## src/asrc_pkg.sv

```systemverilog
// package for the auto sleep rate controller: register map, field layouts,
// reset values, timing constants, rate and oversampling decode functions.
// assumes a single 250 MHz core clock and an 8-bit register port.
package asrc_pkg;

  // ****************************************************************
  // register map
  // ****************************************************************
  localparam logic [7:0] ADDR_INACTIVITY_COUNT  = 8'h29;
  localparam logic [7:0] ADDR_SYSTEM_CONTROL_ONE = 8'h2a;
  localparam logic [7:0] ADDR_SYSTEM_CONTROL_TWO = 8'h2b;

  localparam logic [7:0] RST_INACTIVITY_COUNT = 8'h00;
  localparam logic [7:0] RST_CONTROL_ONE      = 8'h00;
  localparam logic [7:0] RST_CONTROL_TWO      = 8'h00;

  // field positions inside the control registers
  localparam int unsigned POS_ACTIVE        = 0;
  localparam int unsigned POS_SW_RESET      = 6;
  localparam int unsigned POS_CTRL2_RSVD    = 5;

  // ****************************************************************
  // codes
  // ****************************************************************
  localparam logic [2:0] RATE_800HZ  = 3'h0;
  localparam logic [2:0] RATE_50HZ   = 3'h4;
  localparam logic [2:0] RATE_1P56HZ = 3'h7;

  localparam logic [1:0] OS_NORMAL = 2'h0;
  localparam logic [1:0] OS_LNLP   = 2'h1;
  localparam logic [1:0] OS_HIRES  = 2'h2;
  localparam logic [1:0] OS_LOWPWR = 2'h3;

  // ****************************************************************
  // timing
  // ****************************************************************
  localparam int unsigned CLK_PERIOD_NS     = 4;
  localparam int unsigned BASE_PERIOD_NS    = 1250000;  // 1.25 ms, the 800 Hz period
  localparam int unsigned BASE_TICK_CYCLES  = BASE_PERIOD_NS / CLK_PERIOD_NS;
  localparam int unsigned STEP_FAST_MS      = 320;
  localparam int unsigned STEP_SLOW_MS      = 640;
  localparam int unsigned STEP_FAST_TICKS   = (STEP_FAST_MS * 1000000) / BASE_PERIOD_NS;
  localparam int unsigned STEP_SLOW_TICKS   = (STEP_SLOW_MS * 1000000) / BASE_PERIOD_NS;
  localparam int unsigned BOOT_CYCLES       = 16;

  // ****************************************************************
  // types
  // ****************************************************************
  typedef struct packed {
    logic [1:0] sleep_rate_sel;
    logic [2:0] data_rate_sel;
    logic       low_noise_sel;
    logic       fast_read_sel;
    logic       active;
  } asrc_ctrl_one_t;

  typedef struct packed {
    logic       self_test_en;
    logic       sw_reset;
    logic       rsvd;
    logic [1:0] sleep_oversample_sel;
    logic       auto_sleep_en;
    logic [1:0] wake_oversample_sel;
  } asrc_ctrl_two_t;

  typedef struct packed {
    logic transient_event;
    logic orientation_event;
    logic pulse_event;
    logic freefall_motion_event;
    logic data_ready_event;
  } asrc_events_t;

  typedef struct packed {
    logic sleep_wake;
    logic transient;
    logic orientation;
    logic pulse;
    logic freefall_motion;
    logic data_ready;
  } asrc_int_en_t;

  typedef struct packed {
    logic transient;
    logic orientation;
    logic pulse;
    logic freefall_motion;
  } asrc_wake_cfg_t;

  typedef enum logic [1:0] {
    ASRC_STANDBY = 2'b00,
    ASRC_WAKE    = 2'b01,
    ASRC_SLEEP   = 2'b10
  } asrc_state_t;

  // ****************************************************************
  // functions
  // ****************************************************************
  // sample period in 1.25 ms base ticks for a data rate code
  function automatic logic [9:0] rate_div_ticks(input logic [2:0] code);
    case (code)
      3'h0:    rate_div_ticks = 10'h001;
      3'h1:    rate_div_ticks = 10'h002;
      3'h2:    rate_div_ticks = 10'h004;
      3'h3:    rate_div_ticks = 10'h008;
      3'h4:    rate_div_ticks = 10'h010;
      3'h5:    rate_div_ticks = 10'h040;
      3'h6:    rate_div_ticks = 10'h080;
      default: rate_div_ticks = 10'h200;
    endcase
  endfunction

  // sleep rate field mapped onto the data rate code space
  function automatic logic [2:0] sleep_to_rate(input logic [1:0] sel);
    sleep_to_rate = RATE_50HZ + {1'b0, sel};
  endfunction

  // log2 of the oversampling ratio for a scheme at a rate
  function automatic logic [3:0] os_log2(input logic [1:0] scheme, input logic [2:0] code);
    os_log2 = 4'h1;
    if (code != RATE_800HZ) begin
      case (scheme)
        OS_NORMAL: begin
          case (code)
            3'h5:    os_log2 = 4'h4;
            3'h6:    os_log2 = 4'h5;
            3'h7:    os_log2 = 4'h7;
            default: os_log2 = 4'h2;
          endcase
        end
        OS_LNLP: begin
          case (code)
            3'h6:    os_log2 = 4'h3;
            3'h7:    os_log2 = 4'h5;
            default: os_log2 = 4'h2;
          endcase
        end
        OS_HIRES: begin
          case (code)
            3'h5:    os_log2 = 4'h7;
            3'h6:    os_log2 = 4'h8;
            3'h7:    os_log2 = 4'ha;
            default: os_log2 = 4'h1 + {1'b0, code};
          endcase
        end
        default: begin
          case (code)
            3'h6:    os_log2 = 4'h2;
            3'h7:    os_log2 = 4'h4;
            default: os_log2 = 4'h1;
          endcase
        end
      endcase
    end
  endfunction

endpackage

```

## src/asrc_tick_gen.sv

```systemverilog
// sample clock generator: a 1.25 ms base tick and a sample tick at the
// selected rate code. assumes run is held low in standby.
`timescale 1ns/1ps
`default_nettype none
module asrc_tick_gen #(
  parameter int unsigned BASE_CYCLES = asrc_pkg::BASE_TICK_CYCLES
) (
  input  wire logic       core_clk,
  input  wire logic       rst,
  input  wire logic       run,
  input  wire logic [2:0] rate_code,
  output logic            base_tick,
  output logic            sample_tick
);

  localparam int unsigned CW = (BASE_CYCLES > 2) ? $clog2(BASE_CYCLES) : 1;
  localparam logic [CW-1:0] BASE_LAST = CW'(BASE_CYCLES - 1);

  logic [CW-1:0] base_cnt_q;
  logic [9:0]    sub_cnt_q;
  logic          base_hit;
  logic [9:0]    sub_last;

  assign base_hit = run && (base_cnt_q == BASE_LAST);
  assign sub_last = asrc_pkg::rate_div_ticks(rate_code) - 10'h001;

  // ****************************************************************
  // base divider
  // ****************************************************************
  always_ff @(posedge core_clk or posedge rst) begin
    if (rst) begin
      base_cnt_q <= '0;
    end else if (!run || base_hit) begin
      base_cnt_q <= '0;
    end else begin
      base_cnt_q <= base_cnt_q + CW'(1);
    end
  end

  // ****************************************************************
  // rate divider
  // ****************************************************************
  // a rate change restarts cleanly because the compare is >=
  always_ff @(posedge core_clk or posedge rst) begin
    if (rst) begin
      sub_cnt_q <= 10'h000;
    end else if (!run) begin
      sub_cnt_q <= 10'h000;
    end else if (base_hit) begin
      sub_cnt_q <= (sub_cnt_q >= sub_last) ? 10'h000 : sub_cnt_q + 10'h001;
    end
  end

  always_ff @(posedge core_clk or posedge rst) begin
    if (rst) begin
      base_tick   <= 1'b0;
      sample_tick <= 1'b0;
    end else begin
      base_tick   <= base_hit;
      sample_tick <= base_hit && (sub_cnt_q >= sub_last);
    end
  end

endmodule
`default_nettype wire

```

## src/asrc_auto_sleep_rate_control.sv

```systemverilog
// power mode and sample rate controller with inactivity driven auto sleep.
// assumes the serial bus front end presents byte wide register accesses
// on reg_wr / reg_rd and that event inputs are one-cycle pulses.
`timescale 1ns/1ps
`default_nettype none

// Summary of operation
// - inactivity_count sets the minimum quiet time before dropping to the sleep rate
// - each count step is 320 ms, or 640 ms when the active rate is 1.56 Hz
// - enabled transient, orientation, pulse, freefall/motion events restart timer and may wake
// - data ready and sleep/wake events neither restart the timer nor wake
// - only enabled functions also chosen in wake_config can wake the device
// - enabled detectors keep running while asleep, clocked at the sleep rate
// - with auto_sleep_en clear the device only moves between standby and wake
// - wake to sleep and sleep to wake transitions raise an event when enabled
// - sleep_rate_sel picks 50, 12.5, 6.25 or 1.56 Hz, reset value 00
// - in auto sleep the output and block rates follow the sleep rate
// - data_rate_sel picks 800 Hz down to 1.56 Hz in eight steps
// - active bit: 0 standby (reset), 1 active
// - low noise mode limits range to 4g so higher thresholds never trip
// - fast read makes auto increment skip the low data bytes
// - self test bit shifts all three axis outputs while set
// - writing 1 to software reset reloads defaults and resets the serial bus
// - software reset bit clears when boot ends and always reads 0
// - separate wake and sleep oversampling fields select one of four schemes
// - oversampling ratio depends on both the scheme and the rate
// - auto_sleep_en permits sleep when set, reset value 0
// - wake_config holds one wake permit bit per function
module asrc_auto_sleep_rate_control #(
  parameter int unsigned BASE_CYCLES = asrc_pkg::BASE_TICK_CYCLES,
  parameter int unsigned BOOT_LEN    = asrc_pkg::BOOT_CYCLES
) (
  input  wire logic                     core_clk,
  input  wire logic                     rst,
  input  wire logic                     reg_wr,
  input  wire logic                     reg_rd,
  input  wire logic [7:0]               reg_addr,
  input  wire logic [7:0]               reg_wdata,
  output logic      [7:0]               reg_rdata,
  input  wire asrc_pkg::asrc_events_t   events,
  input  wire asrc_pkg::asrc_int_en_t   int_en,
  input  wire asrc_pkg::asrc_wake_cfg_t wake_cfg,
  output asrc_pkg::asrc_state_t         power_state,
  output logic      [2:0]               eff_rate_code,
  output logic      [1:0]               eff_oversample_sel,
  output logic      [10:0]              os_ratio,
  output logic                          sample_tick,
  output logic                          sleep_wake_event,
  output logic                          low_noise_sel,
  output logic                          range_limit_4g,
  output logic                          fast_read_sel,
  output logic                          self_test_en,
  output logic                          serial_if_reset,
  output logic                          boot_busy
);

  // ****************************************************************
  // declarations
  // ****************************************************************
  localparam int unsigned BW = (BOOT_LEN > 2) ? $clog2(BOOT_LEN) : 1;
  localparam logic [BW-1:0] BOOT_LAST = BW'(BOOT_LEN - 1);
  localparam logic [9:0] STEP_FAST = 10'(asrc_pkg::STEP_FAST_TICKS - 1);
  localparam logic [9:0] STEP_SLOW = 10'(asrc_pkg::STEP_SLOW_TICKS - 1);

  logic [7:0]              inactivity_count_q;
  asrc_pkg::asrc_ctrl_one_t ctrl_one_q;
  asrc_pkg::asrc_ctrl_two_t ctrl_two_q;
  asrc_pkg::asrc_state_t   state_q;
  asrc_pkg::asrc_state_t   state_d;

  logic       boot_q;
  logic [BW-1:0] boot_cnt_q;
  logic       sw_reset_req;
  logic       wr_ok;

  logic [9:0] step_tick_q;
  logic [7:0] steps_q;
  logic       quiet_expired;
  logic       keep_awake;
  logic       wake_hit;
  logic [9:0] step_last;
  logic       base_tick;
  logic       tick_sample;
  logic [2:0] rate_now;
  logic [1:0] os_now;

  // ****************************************************************
  // software reset and boot
  // ****************************************************************
  assign wr_ok = reg_wr && !boot_q;
  assign sw_reset_req = wr_ok && (reg_addr == asrc_pkg::ADDR_SYSTEM_CONTROL_TWO)
                        && reg_wdata[asrc_pkg::POS_SW_RESET];

  // bus writes during boot are dropped, the front end is being reset anyway
  always_ff @(posedge core_clk or posedge rst) begin
    if (rst) begin
      boot_q     <= 1'b0;
      boot_cnt_q <= '0;
    end else if (sw_reset_req) begin
      boot_q     <= 1'b1;
      boot_cnt_q <= '0;
    end else if (boot_q) begin
      if (boot_cnt_q == BOOT_LAST) begin
        boot_q <= 1'b0;
      end
      boot_cnt_q <= boot_cnt_q + BW'(1);
    end
  end

  assign boot_busy       = boot_q;
  assign serial_if_reset = boot_q;

  // ****************************************************************
  // register file
  // ****************************************************************
  always_ff @(posedge core_clk or posedge rst) begin
    if (rst) begin
      inactivity_count_q <= asrc_pkg::RST_INACTIVITY_COUNT;
    end else if (sw_reset_req) begin
      inactivity_count_q <= asrc_pkg::RST_INACTIVITY_COUNT;
    end else if (wr_ok && reg_addr == asrc_pkg::ADDR_INACTIVITY_COUNT) begin
      inactivity_count_q <= reg_wdata;
    end
  end

  always_ff @(posedge core_clk or posedge rst) begin
    if (rst) begin
      ctrl_one_q <= asrc_pkg::RST_CONTROL_ONE;
    end else if (sw_reset_req) begin
      ctrl_one_q <= asrc_pkg::RST_CONTROL_ONE;
    end else if (wr_ok && reg_addr == asrc_pkg::ADDR_SYSTEM_CONTROL_ONE) begin
      if (ctrl_one_q.active) begin
        // fields other than active are frozen while running
        ctrl_one_q.active <= reg_wdata[asrc_pkg::POS_ACTIVE];
      end else begin
        ctrl_one_q <= reg_wdata;
      end
    end
  end

  always_ff @(posedge core_clk or posedge rst) begin
    if (rst) begin
      ctrl_two_q <= asrc_pkg::RST_CONTROL_TWO;
    end else if (sw_reset_req) begin
      ctrl_two_q <= asrc_pkg::RST_CONTROL_TWO;
    end else if (wr_ok && reg_addr == asrc_pkg::ADDR_SYSTEM_CONTROL_TWO) begin
      ctrl_two_q          <= reg_wdata;
      ctrl_two_q.sw_reset <= 1'b0;
      ctrl_two_q.rsvd     <= 1'b0;
    end
  end

  // registered read data, valid the cycle after reg_rd
  always_ff @(posedge core_clk or posedge rst) begin
    if (rst) begin
      reg_rdata <= 8'h00;
    end else if (reg_rd) begin
      case (reg_addr)
        asrc_pkg::ADDR_INACTIVITY_COUNT:   reg_rdata <= inactivity_count_q;
        asrc_pkg::ADDR_SYSTEM_CONTROL_ONE: reg_rdata <= ctrl_one_q;
        asrc_pkg::ADDR_SYSTEM_CONTROL_TWO: begin
          reg_rdata                         <= ctrl_two_q;
          reg_rdata[asrc_pkg::POS_SW_RESET] <= 1'b0;
        end
        default:                           reg_rdata <= 8'h00;
      endcase
    end
  end

  // ****************************************************************
  // event qualification
  // ****************************************************************
  // data ready and the sleep/wake event itself are left out on purpose
  assign keep_awake = (events.transient_event       && int_en.transient)
                   || (events.orientation_event     && int_en.orientation)
                   || (events.pulse_event           && int_en.pulse)
                   || (events.freefall_motion_event && int_en.freefall_motion);

  assign wake_hit = (events.transient_event       && int_en.transient       && wake_cfg.transient)
                 || (events.orientation_event     && int_en.orientation     && wake_cfg.orientation)
                 || (events.pulse_event           && int_en.pulse           && wake_cfg.pulse)
                 || (events.freefall_motion_event && int_en.freefall_motion
                     && wake_cfg.freefall_motion);

  // ****************************************************************
  // inactivity timer
  // ****************************************************************
  // step length follows the active rate, not the sleep rate
  assign step_last = (ctrl_one_q.data_rate_sel == asrc_pkg::RATE_1P56HZ)
                     ? STEP_SLOW : STEP_FAST;

  always_ff @(posedge core_clk or posedge rst) begin
    if (rst) begin
      step_tick_q <= 10'h000;
      steps_q     <= 8'h00;
    end else if (state_q != asrc_pkg::ASRC_WAKE || keep_awake || boot_q) begin
      step_tick_q <= 10'h000;
      steps_q     <= 8'h00;
    end else if (base_tick) begin
      if (step_tick_q >= step_last) begin
        step_tick_q <= 10'h000;
        if (steps_q != 8'hff) begin
          steps_q <= steps_q + 8'h01;
        end
      end else begin
        step_tick_q <= step_tick_q + 10'h001;
      end
    end
  end

  // a count of zero lets sleep follow the first quiet cycle
  assign quiet_expired = (steps_q >= inactivity_count_q) && !keep_awake;

  // ****************************************************************
  // power state
  // ****************************************************************
  always_comb begin
    state_d = state_q;
    case (state_q)
      asrc_pkg::ASRC_STANDBY: begin
        if (ctrl_one_q.active) begin
          state_d = asrc_pkg::ASRC_WAKE;
        end
      end
      asrc_pkg::ASRC_WAKE: begin
        if (!ctrl_one_q.active) begin
          state_d = asrc_pkg::ASRC_STANDBY;
        end else if (ctrl_two_q.auto_sleep_en && quiet_expired) begin
          state_d = asrc_pkg::ASRC_SLEEP;
        end
      end
      asrc_pkg::ASRC_SLEEP: begin
        if (!ctrl_one_q.active) begin
          state_d = asrc_pkg::ASRC_STANDBY;
        end else if (wake_hit || !ctrl_two_q.auto_sleep_en) begin
          state_d = asrc_pkg::ASRC_WAKE;
        end
      end
      default: state_d = asrc_pkg::ASRC_STANDBY;
    endcase
  end

  always_ff @(posedge core_clk or posedge rst) begin
    if (rst) begin
      state_q <= asrc_pkg::ASRC_STANDBY;
    end else if (sw_reset_req || boot_q) begin
      state_q <= asrc_pkg::ASRC_STANDBY;
    end else begin
      state_q <= state_d;
    end
  end

  // transition pulse only between wake and sleep, not to or from standby
  always_ff @(posedge core_clk or posedge rst) begin
    if (rst) begin
      sleep_wake_event <= 1'b0;
    end else begin
      sleep_wake_event <= int_en.sleep_wake && !sw_reset_req && !boot_q
                          && (((state_q == asrc_pkg::ASRC_WAKE)
                               && (state_d == asrc_pkg::ASRC_SLEEP))
                           || ((state_q == asrc_pkg::ASRC_SLEEP)
                               && (state_d == asrc_pkg::ASRC_WAKE)));
    end
  end

  // ****************************************************************
  // effective rate and oversampling
  // ****************************************************************
  assign rate_now = (state_q == asrc_pkg::ASRC_SLEEP)
                    ? asrc_pkg::sleep_to_rate(ctrl_one_q.sleep_rate_sel)
                    : ctrl_one_q.data_rate_sel;
  assign os_now   = (state_q == asrc_pkg::ASRC_SLEEP)
                    ? ctrl_two_q.sleep_oversample_sel
                    : ctrl_two_q.wake_oversample_sel;

  always_ff @(posedge core_clk or posedge rst) begin
    if (rst) begin
      eff_rate_code      <= asrc_pkg::RATE_800HZ;
      eff_oversample_sel <= asrc_pkg::OS_NORMAL;
      os_ratio           <= 11'h002;
    end else begin
      eff_rate_code      <= rate_now;
      eff_oversample_sel <= os_now;
      os_ratio           <= 11'h001 << asrc_pkg::os_log2(os_now, rate_now);
    end
  end

  // one tick source serves both wake and sleep, so detectors stop only in standby
  asrc_tick_gen #(
    .BASE_CYCLES (BASE_CYCLES)
  ) u_tick (
    .core_clk    (core_clk),
    .rst         (rst),
    .run         (state_q != asrc_pkg::ASRC_STANDBY),
    .rate_code   (rate_now),
    .base_tick   (base_tick),
    .sample_tick (tick_sample)
  );

  assign sample_tick = tick_sample;

  // ****************************************************************
  // mode outputs
  // ****************************************************************
  always_ff @(posedge core_clk or posedge rst) begin
    if (rst) begin
      low_noise_sel  <= 1'b0;
      range_limit_4g <= 1'b0;
      fast_read_sel  <= 1'b0;
      self_test_en   <= 1'b0;
    end else begin
      low_noise_sel  <= ctrl_one_q.low_noise_sel;
      range_limit_4g <= ctrl_one_q.low_noise_sel;
      fast_read_sel  <= ctrl_one_q.fast_read_sel;
      self_test_en   <= ctrl_two_q.self_test_en;
    end
  end

  assign power_state = state_q;

endmodule
`default_nettype wire

```

## config.mk

```make
export PLATFORM = sky130hd
export DESIGN_NAME = asrc_auto_sleep_rate_control
export DESIGN_NICKNAME = d
export VERILOG_FILES = /design/src/asrc_pkg.sv /design/src/asrc_tick_gen.sv /design/src/asrc_auto_sleep_rate_control.sv
export SDC_FILE = /design/constraint.sdc
export NUM_CORES = 1
export LEC_CHECK = 0
export BUFFER_PORTS_ARGS = -buffer_cell sky130_fd_sc_hd__buf_2
export CORE_MARGIN = 2
export CORE_UTILIZATION = 45
export DETAILED_ROUTE_END_ITERATION = 10
export MAX_ROUTING_LAYER = met4
export PLACE_DENSITY = 0.69
export SKIP_CTS_REPAIR_TIMING = 1
export SLEW_MARGIN = 30
export SYNTH_ARGS = -nofsm -noshare
export SYNTH_HDL_FRONTEND = slang
export SYNTH_SLANG_ARGS = --single-unit
```

## constraint.sdc

```tcl
create_clock -name core_clk -period 3.9 [get_ports core_clk]
set_input_delay 0.78 -clock core_clk [delete_from_list [all_inputs] [get_ports core_clk]]
set_output_delay 0.78 -clock core_clk [all_outputs]
set_load 0.03 [all_outputs]
```

==> impl_metrics.json, run 1 <==
{
  "rows": 41,
  "start_util_pct": 46.2,
  "maxSlewViolCount": 0,
  "hold_path_class": "flop to flop",
  "vias_per_cell": 5.51,
  "nFillCells": 1189,
  "cap_violations": 0,
  "grt_antenna_before_repair": 0,
  "clock_sinks": 106,
  "cp.arrival_ps": 3850,
  "worstSetupPathType": "flop to flop",
  "final_hold_viol_count": 0,
  "max_stage_delay_ps": 370,
  "io_buffers": 66,
  "drive_above_1_share_pct": 18.5,
  "nNetsFinal": 723,
  "power_density_nw_per_um2": 333,
  "crit_path_top_delay_cell": "dfrtp_1",
  "yosys_register_bits": 106,
  "synth_cell_types": 74,
  "cts_made_buffers": 9,
  "max-vdd-ir-drop_mv": 0.214,
  "grt_pass1_vias": 4557,
  "grt_use_total_pct": 19.7,
  "end_kind": "flop",
  "hold_depth": 0,
  "synth_cells": 594,
  "synth_area_leader_cell": "dfrtp_1",
  "worst-path-max-fanout": 16,
  "yosysMostFrequentCell": "dfrtp_1",
  "synth_top_cells_by_count": "dfrtp_1 (105), nor2_1 (71), nand2_1 (34)",
  "fmax_mhz": 281,
  "cts.clk_slew.worst_paths_ps": 70,
  "drt_wl_total_microns": 12900,
  "p_leak_uw": 0.00310,
  "path_common_cell": "ha_1",
  "worst_slew_pin_slew_ps": 894,
  "cts_buffer_depth": 2,
  "finalWeightedCongestion": 0.855,
  "setup_violations": 0,
  "core_sq_um": 12600,
  "worst-path-buf-inv": 1,
  "setup_tns_ps": 0,
  "drtIter0Drc": 237,
  "n_antenna_cell": 0,
  "overflow": 0,
  "period_share_pct": 91.2,
  "critical_path_required_ps": 4200,
  "ys_seq_area_share_pct": 45.5,
  "ys.flop_type": "dfrtp_1",
  "ioPinCount": 69,
  "max_slew_margin_pct": 40.4,
  "crit_chain": "nand2b_1 > mux2i_2 > inv_1 > ha_1 > ha_1 > nor3_1 > mux2_2 > ha_1 > a211oi_1 > nor2_1 > a211oi_2 > o21ai_4 > nor3_1 > a211o_1",
  "period_minus_slack_ps": 3560,
  "p_total_uw": 2210,
  "holdWs_ps": 422,
  "ant_nets": 0,
  "r2r_cells": 14,
  "yosysTopAreaCellShare_pct": 45.0,
  "area.growth.synth_to_final_pct": 13.5,
  "grt_pass1_wl_microns": 21800,
  "fin_ws_ps": 342,
  "place.detailed.hpwl_microns": 9450,
  "clock_latency_ps": 350,
  "avgRoutedWirePerCell_microns": 15.5,
  "rsz0062_at_grt": "no",
  "pre_cts_slack_ps": 46.6,
  "cts_root_buf": "clkbuf_16",
  "cp-start-kind": "flop",
  "crit_family": "compound AO/OA/AOI/OAI gates",
  "die-width_microns": 118,
  "status": "completed",
  "h-tree-depth": 3,
  "synth_nets": 660,
  "skew_ps": 7.52,
  "via_count": 4593,
  "cts_tree": "yes",
  "yosys_warnings": 0,
  "cp.depth": 14,
  "syn_area_sq_um": 5830,
  "netlist_top_cells_area": "dfrtp_1 (45%), ha_1 (6.6%), nor2_1 (4.6%)",
  "final_util_pct": 52.5,
  "syn_area_per_cell_sq_um": 9.82,
  "grt_max_degree": 84,
  "drc_errors": 0,
  "drtPass1Iterations": 4,
  "synthArstFlopShare_pct": 100,
  "synth_edf_count": 0,
  "die-area_sq_um": 13900,
  "die_y_microns": 118
}
==> cells by family after synthesis <==
family	after synthesis	share of synthesized area [%]
AND/OR/NAND/NOR	232	20.4
buffers and inverters	56	4.33
AO/OA/AOI/OAI	110	13.3
adder cells (fa/ha/maj)	31	6.65
other	1	0.0643
multiplexers	29	5.41
flip-flops	106	45.5
XOR/XNOR	29	4.35
==> report_power, final <==
part | leakage, uW | switching, uW | internal [uW]
clock network | 0.000130 | 409 | 433
logic | 0.00152 | 144 | 79.9
registers | 0.00145 | 17.4 | 1120
==> final cells by class <==
type	instances	area (sq um)	area share (%)
Clock inverter	4	27.5	0.416
Tap cell	172	215	3.25
Sequential cell	106	2650	40.1
Multi-Input combinational cell	432	2950	44.6
Timing Repair Buffer	77	413	6.24
Clock buffer	11	233	3.52
Inverter	31	124	1.87
==> flip-flops by register name (all words and copies together), names as in the netlist, 2 cells and up <==
name                flops
boot_cnt_q              4
ctrl_one_q              8
ctrl_two_q              6
eff_oversample_sel      2
eff_rate_code           3
inactivity_count_q      8
os_ratio               11
power_state             2
reg_rdata               8
step_tick_q            10
steps_q                 8
u_tick.base_cnt_q      19
u_tick.sub_cnt_q       10
==> worst paths after layout <==
check                                    start               endpoint  slack, ps
min in group asynchronous                  rst       u_tick.base_tick        570
worst max-delay path            power_state[0]    u_tick.sub_cnt_q[8]        340
worst min register to register   ctrl_one_q[1]          fast_read_sel        420
worst min-delay path             ctrl_one_q[1]          fast_read_sel        420
max in group asynchronous                  rst  inactivity_count_q[0]       2610
worst max register to register  power_state[0]    u_tick.sub_cnt_q[8]        340
==> stage by stage <==
step / instances / area [sq um]
after floorplan: 594 / 5830
final: 833 / 6620
after global routing: 833 / 6620
after CTS: 833 / 6590
after detailed placement: 818 / 6330
after global placement: 818 / 6330
==> placed cells by master (no fill, tap or decap), types with 6 or more instances in the layout <==
| cell | count |
|---|---|
| ha_1 | 31 |
| xnor2_1 | 11 |
| buf_4 | 11 |
| nor3_1 | 20 |
| xor2_1 | 18 |
| nor2_1 | 71 |
| nand4_1 | 8 |
| dfrtp_1 | 105 |
| mux2i_1 | 20 |
| o21ai_0 | 31 |
| a22oi_1 | 7 |
| and3_1 | 18 |
| nand2b_1 | 10 |
| nand3_1 | 27 |
| nand2_1 | 34 |
| buf_2 | 66 |
| a21oi_1 | 14 |
| mux2_2 | 7 |
| clkbuf_16 | 9 |
| nor3b_1 | 8 |
| o22ai_1 | 8 |
| a21o_1 | 6 |
| inv_1 | 29 |
==> per-layer routing <==
layer,vias up,GRT usage (%),wire [microns],share of wire [%]
li1,2234,-,-,-
met1,2240,25.4,5990,46
met2,91,30.9,6200,48
met3,28,2.81,409,3.2
met4,0,9.26,350,2.7
met5,-,-,0,0
(Power assumes the default switching activity.)
==> run 2, diff against run 1 <==
- clock period: 3.9 -> 4.37 ns (I/O delays scaled with it)
==> impl_metrics.json, run 2 (synthesis results as in run 1) <==
{
  "ant_nets": 0,
  "period_share_pct": 86.1,
  "grt_max_degree": 39,
  "core_sq_um": 12600,
  "rsz0062_at_grt": "no",
  "max_stage_delay_ps": 470,
  "die-area_sq_um": 13900,
  "p_total_uw": 2110,
  "h-tree-depth": 3,
  "crit_chain": "nand2b_1 > buf_4 > a21o_2 > inv_1 > ha_1 > o21ai_0 > mux2_2 > ha_1 > a211oi_1 > nor2_1 > a211oi_1 > o21ai_2 > nor3b_1 > a21o_1",
  "status": "completed",
  "worst-path-max-fanout": 16,
  "sequentialPowerShare_pct": 48.4,
  "grt_antenna_before_repair": 0,
  "worst_slew_pin_slew_ps": 889,
  "top_register": "u_tick.base_cnt_q",
  "die-width_microns": 118,
  "cp.arrival_ps": 4070,
  "reg.largest.list": "u_tick.base_cnt_q x19, os_ratio x11",
  "end_kind": "flop",
  "drive_above_1_share_pct": 17.5,
  "cts_buffer_depth": 2,
  "cts_made_buffers": 9,
  "place.detailed.hpwl_microns": 9270,
  "p_int_uw": 1580,
  "avgRoutedWirePerCell_microns": 15.4,
  "final_hold_viol_count": 0,
  "cap_violations": 0,
  "io_buffers": 66,
  "overflow": 0,
  "die_y_microns": 118,
  "n_antenna_cell": 0,
  "drtIter0Drc": 185,
  "ioPinCount": 69,
  "worstSetupPathType": "flop to flop",
  "r2r_setup_slack_ps": 610,
  "crit_path_top_delay_cell": "dfrtp_1",
  "cts_root_buf": "clkbuf_16",
  "maxSlewViolCount": 0,
  "via_count": 4614,
  "crit_family": "compound AO/OA/AOI/OAI gates",
  "clock_latency_ps": 360,
  "final_common_cell": "dfrtp_1",
  "area.growth.synth_to_final_pct": 13.4,
  "vias_per_cell": 5.57,
  "max-vdd-ir-drop_mv": 0.263,
  "finalWeightedCongestion": 0.819,
  "setup_tns_ps": 0,
  "largest_reg_flops": 19,
  "grt_pass1_wl_microns": 21200,
  "grt_use_total_pct": 19.3,
  "cts_tree": "yes",
  "clock_sinks": 106,
  "fmax_mhz": 266,
  "worst-path-buf-inv": 2,
  "power_density_nw_per_um2": 319,
  "cp-start-kind": "flop",
  "setup_violations": 0,
  "skew_ps": 7.72,
  "layout_common_cells": "dfrtp_1 (105), nor2_1 (71), buf_2 (66)",
  "hold_path_class": "flop to flop",
  "critical_path_required_ps": 4670,
  "drtPass1Iterations": 4,
  "nNetsFinal": 717,
  "p_leak_uw": 0.00309,
  "p_switching_uw": 526,
  "rows": 41,
  "drc_errors": 0,
  "clockPowerShare_pct": 42.5,
  "start_util_pct": 46.2,
  "cts.clk_slew.worst_paths_ps": 70,
  "drt_wl_total_microns": 12700,
  "p_comb_share_pct": 9.1,
  "switching_share_pct": 24.9,
  "max_slew_margin_pct": 40.7,
  "grt_pass1_vias": 4401,
  "period_minus_slack_ps": 3760
}
[run 2: worst paths after layout]
| path | from | to | depth (start not counted) |
|---|---|---|---|
| hold reg to reg | ctrl_two_q[7] | self_test_en | 0 |
| setup / recovery | power_state[1] | u_tick.sub_cnt_q[6] | 14 |
| hold / removal | ctrl_two_q[7] | self_test_en | 0 |
| max in group asynchronous | rst | range_limit_4g | 3 |
| min in group asynchronous | rst | u_tick.base_cnt_q[16] | 2 |
| setup reg to reg | power_state[1] | u_tick.sub_cnt_q[6] | 14 |
[run 2: power groups by stage]
stage	clock network, uW	logic, uW	registers, uW
after detailed placement	0	193	1040
after global routing	955	214	1020
final	897	192	1020
after global placement	0	187	1040
after CTS	915	194	1020
after floorplan	0	119	1050
[run 2: layout make-up]
class,count,area [sq um]
fillers,1173,6010
multi-input cells,432,2930
flip-flops and latches,106,2650
repair buffers,71,368
clock buffers,10,229
well taps,172,215
inverters,31,121
clock inverters,6,96.3
[run 2: stage by stage]
| stage | utilization, % | hold WS [ps] | area (sq um) | setup WS, ps | cells |
|---|---|---|---|---|---|
| final | 52.4 | 424 | 6610 | 606 | 828 |
| after global placement | 49.8 | 402 | 6280 | 482 | 812 |
| after floorplan | - | 369 | 5830 | 598 | 594 |
| after CTS | 52.4 | 420 | 6610 | 340 | 828 |
| after global routing | 52.4 | 435 | 6610 | 259 | 828 |
| after detailed placement | 49.8 | 393 | 6280 | 342 | 812 |
[run 2: metal layers]
layer | vias up | share of wire (%) | wire, microns | GRT usage, %
met3 | 19 | 3.9 | 500 | 2.86
met2 | 96 | 49 | 6230 | 30.3
met5 | - | 0 | 0 | -
met4 | 0 | 2.0 | 251 | 7.76
li1 | 2233 | - | - | -
met1 | 2266 | 45 | 5750 | 25.2
==> run 3, diff against run 2 <==
- PLACE_DENSITY: 0.69 -> 0.63
- SETUP_SLACK_MARGIN: unset -> 0.15
==> impl_metrics.json, run 3 (synthesis results as in run 1) <==
{
  "end_kind": "flop",
  "cts_buffer_depth": 2,
  "ant_nets": 0,
  "worstSetupPathType": "flop to flop",
  "cts_tree": "yes",
  "drc_errors": 0,
  "fmax_mhz": 263,
  "cp.arrival_ps": 4050,
  "crit_path_top_delay_cell": "o21ai_2",
  "clockPowerShare_pct": 42.9,
  "worst-path-buf-inv": 1,
  "layout_common_cells": "dfrtp_1 (105), nor2_1 (71), buf_2 (66)",
  "drive_above_1_share_pct": 17.8,
  "cts.clk_slew.worst_paths_ps": 70,
  "clock_latency_ps": 360,
  "overflow": 0,
  "maxSlewViolCount": 0,
  "die_y_microns": 118,
  "p_switching_uw": 517,
  "h-tree-depth": 3,
  "top_register": "u_tick.base_cnt_q",
  "rsz0062_at_grt": "no",
  "drtPass1Iterations": 4,
  "holdWs_ps": 429,
  "place_inst": 813,
  "grt_pass1_vias": 4709,
  "crit_family": "compound AO/OA/AOI/OAI gates",
  "cap_violations": 0,
  "max-vdd-ir-drop_mv": 0.242,
  "drt_wl_total_microns": 13200,
  "crit_chain": "nand2b_1 > mux2i_2 > inv_1 > ha_1 > ha_1 > nor3_1 > mux2_2 > ha_1 > o2111ai_1 > a21oi_1 > nor3_1 > o21ai_2 > o21ai_0 > a21o_1",
  "sequentialPowerShare_pct": 48.0,
  "p_total_uw": 2120,
  "critical_path_required_ps": 4620,
  "start_util_pct": 46.2,
  "final_hold_viol_count": 0,
  "die-width_microns": 118,
  "ioPinCount": 69,
  "grt_pass1_wl_microns": 22900,
  "cp-start-kind": "flop",
  "n_antenna_cell": 0,
  "path_common_cell": "ha_1",
  "via_count": 4607,
  "stdcell_count": 829,
  "hold_path_class": "flop to flop",
  "status": "completed",
  "avgRoutedWirePerCell_microns": 15.9,
  "clock_sinks": 106,
  "largest_reg_flops": 19,
  "rows": 41,
  "cts_root_buf": "clkbuf_16",
  "drtIter0Drc": 232,
  "cts_made_buffers": 9,
  "period_share_pct": 87.0,
  "grt_antenna_before_repair": 0,
  "setup_violations": 0,
  "grt_use_total_pct": 20.8,
  "place.detailed.hpwl_microns": 9660,
  "p_comb_share_pct": 9.1,
  "period_minus_slack_ps": 3800,
  "vias_per_cell": 5.56,
  "die-area_sq_um": 13900,
  "io_buffers": 66,
  "finalWeightedCongestion": 0.861,
  "setup_tns_ps": 0,
  "final_common_cell": "dfrtp_1",
  "final_util_pct": 52.5,
  "grt_max_degree": 43,
  "max_slew_margin_pct": 37.3,
  "power_density_nw_per_um2": 320,
  "max_stage_delay_ps": 520,
  "reg.largest.list": "u_tick.base_cnt_q x19, os_ratio x11",
  "worst_slew_pin_slew_ps": 940,
  "core_sq_um": 12600,
  "skew_ps": 6.47,
  "switching_share_pct": 24.3,
  "p_leak_uw": 0.00311,
  "p_int_uw": 1610,
  "area.growth.synth_to_final_pct": 13.7,
  "nNetsFinal": 718,
  "worst-path-max-fanout": 16
}
[run 3: worst reg2reg max path: stages (launching register included)]
cell       delay, ps
dfrtp_1          460
nand2b_1         190
mux2i_2          350
inv_1            130
ha_1             230
ha_1             220
nor3_1           190
mux2_2           370
ha_1             300
o2111ai_1        110
a21oi_1          130
nor3_1            90
o21ai_2          520
o21ai_0          180
a21o_1           220
[run 3: per-layer routing]
| metal | GRT usage [%] | vias to the layer above | part of all wire (%) |
|---|---|---|---|
| met1 | 26.6 | 2282 | 46 |
| met3 | 3.29 | 22 | 3.6 |
| met5 | - | - | 0 |
| met4 | 7.45 | 0 | 1.8 |
| li1 | - | 2229 | - |
| met2 | 33.7 | 74 | 49 |
[run 3: layout make-up]
type	instances	area (sq um)
Clock buffer	11	253
Multi-Input combinational cell	432	2930
Timing Repair Buffer	72	375
Sequential cell	106	2650
Fill cell	1191	5990
Inverter	31	121
Tap cell	172	215
Clock inverter	5	82.6
[run 3: metrics by stage]
stage,worst slack (ps),cell area (sq um)
after detailed placement,293,6290
final,569,6630
after global routing,188,6630
after global placement,430,6290
after CTS,272,6630
after floorplan,598,5830
[run 3: path summary, 6_finish.rpt]
path / start / endpoint / slack, ps / cells past startpoint
setup / recovery: power_state[1] / u_tick.sub_cnt_q[6] / 570 / 14
hold / removal: ctrl_one_q[1] / fast_read_sel / 430 / 0
setup reg to reg: power_state[1] / u_tick.sub_cnt_q[6] / 570 / 14
hold reg to reg: ctrl_one_q[1] / fast_read_sel / 430 / 0
max in group asynchronous: rst / os_ratio[1] / 2910 / 3
min in group asynchronous: rst / step_tick_q[4] / 570 / 2
[run 3: power by group through the flow]
stage	sequential (uW)	clock [uW]	combinational (uW)
2_1_floorplan	1050	0	119
3_3_place_gp	1040	0	189
3_5_place_dp	1040	0	195
4_1_cts	1020	928	196
5_1_grt	1020	973	218
6_report	1020	912	193
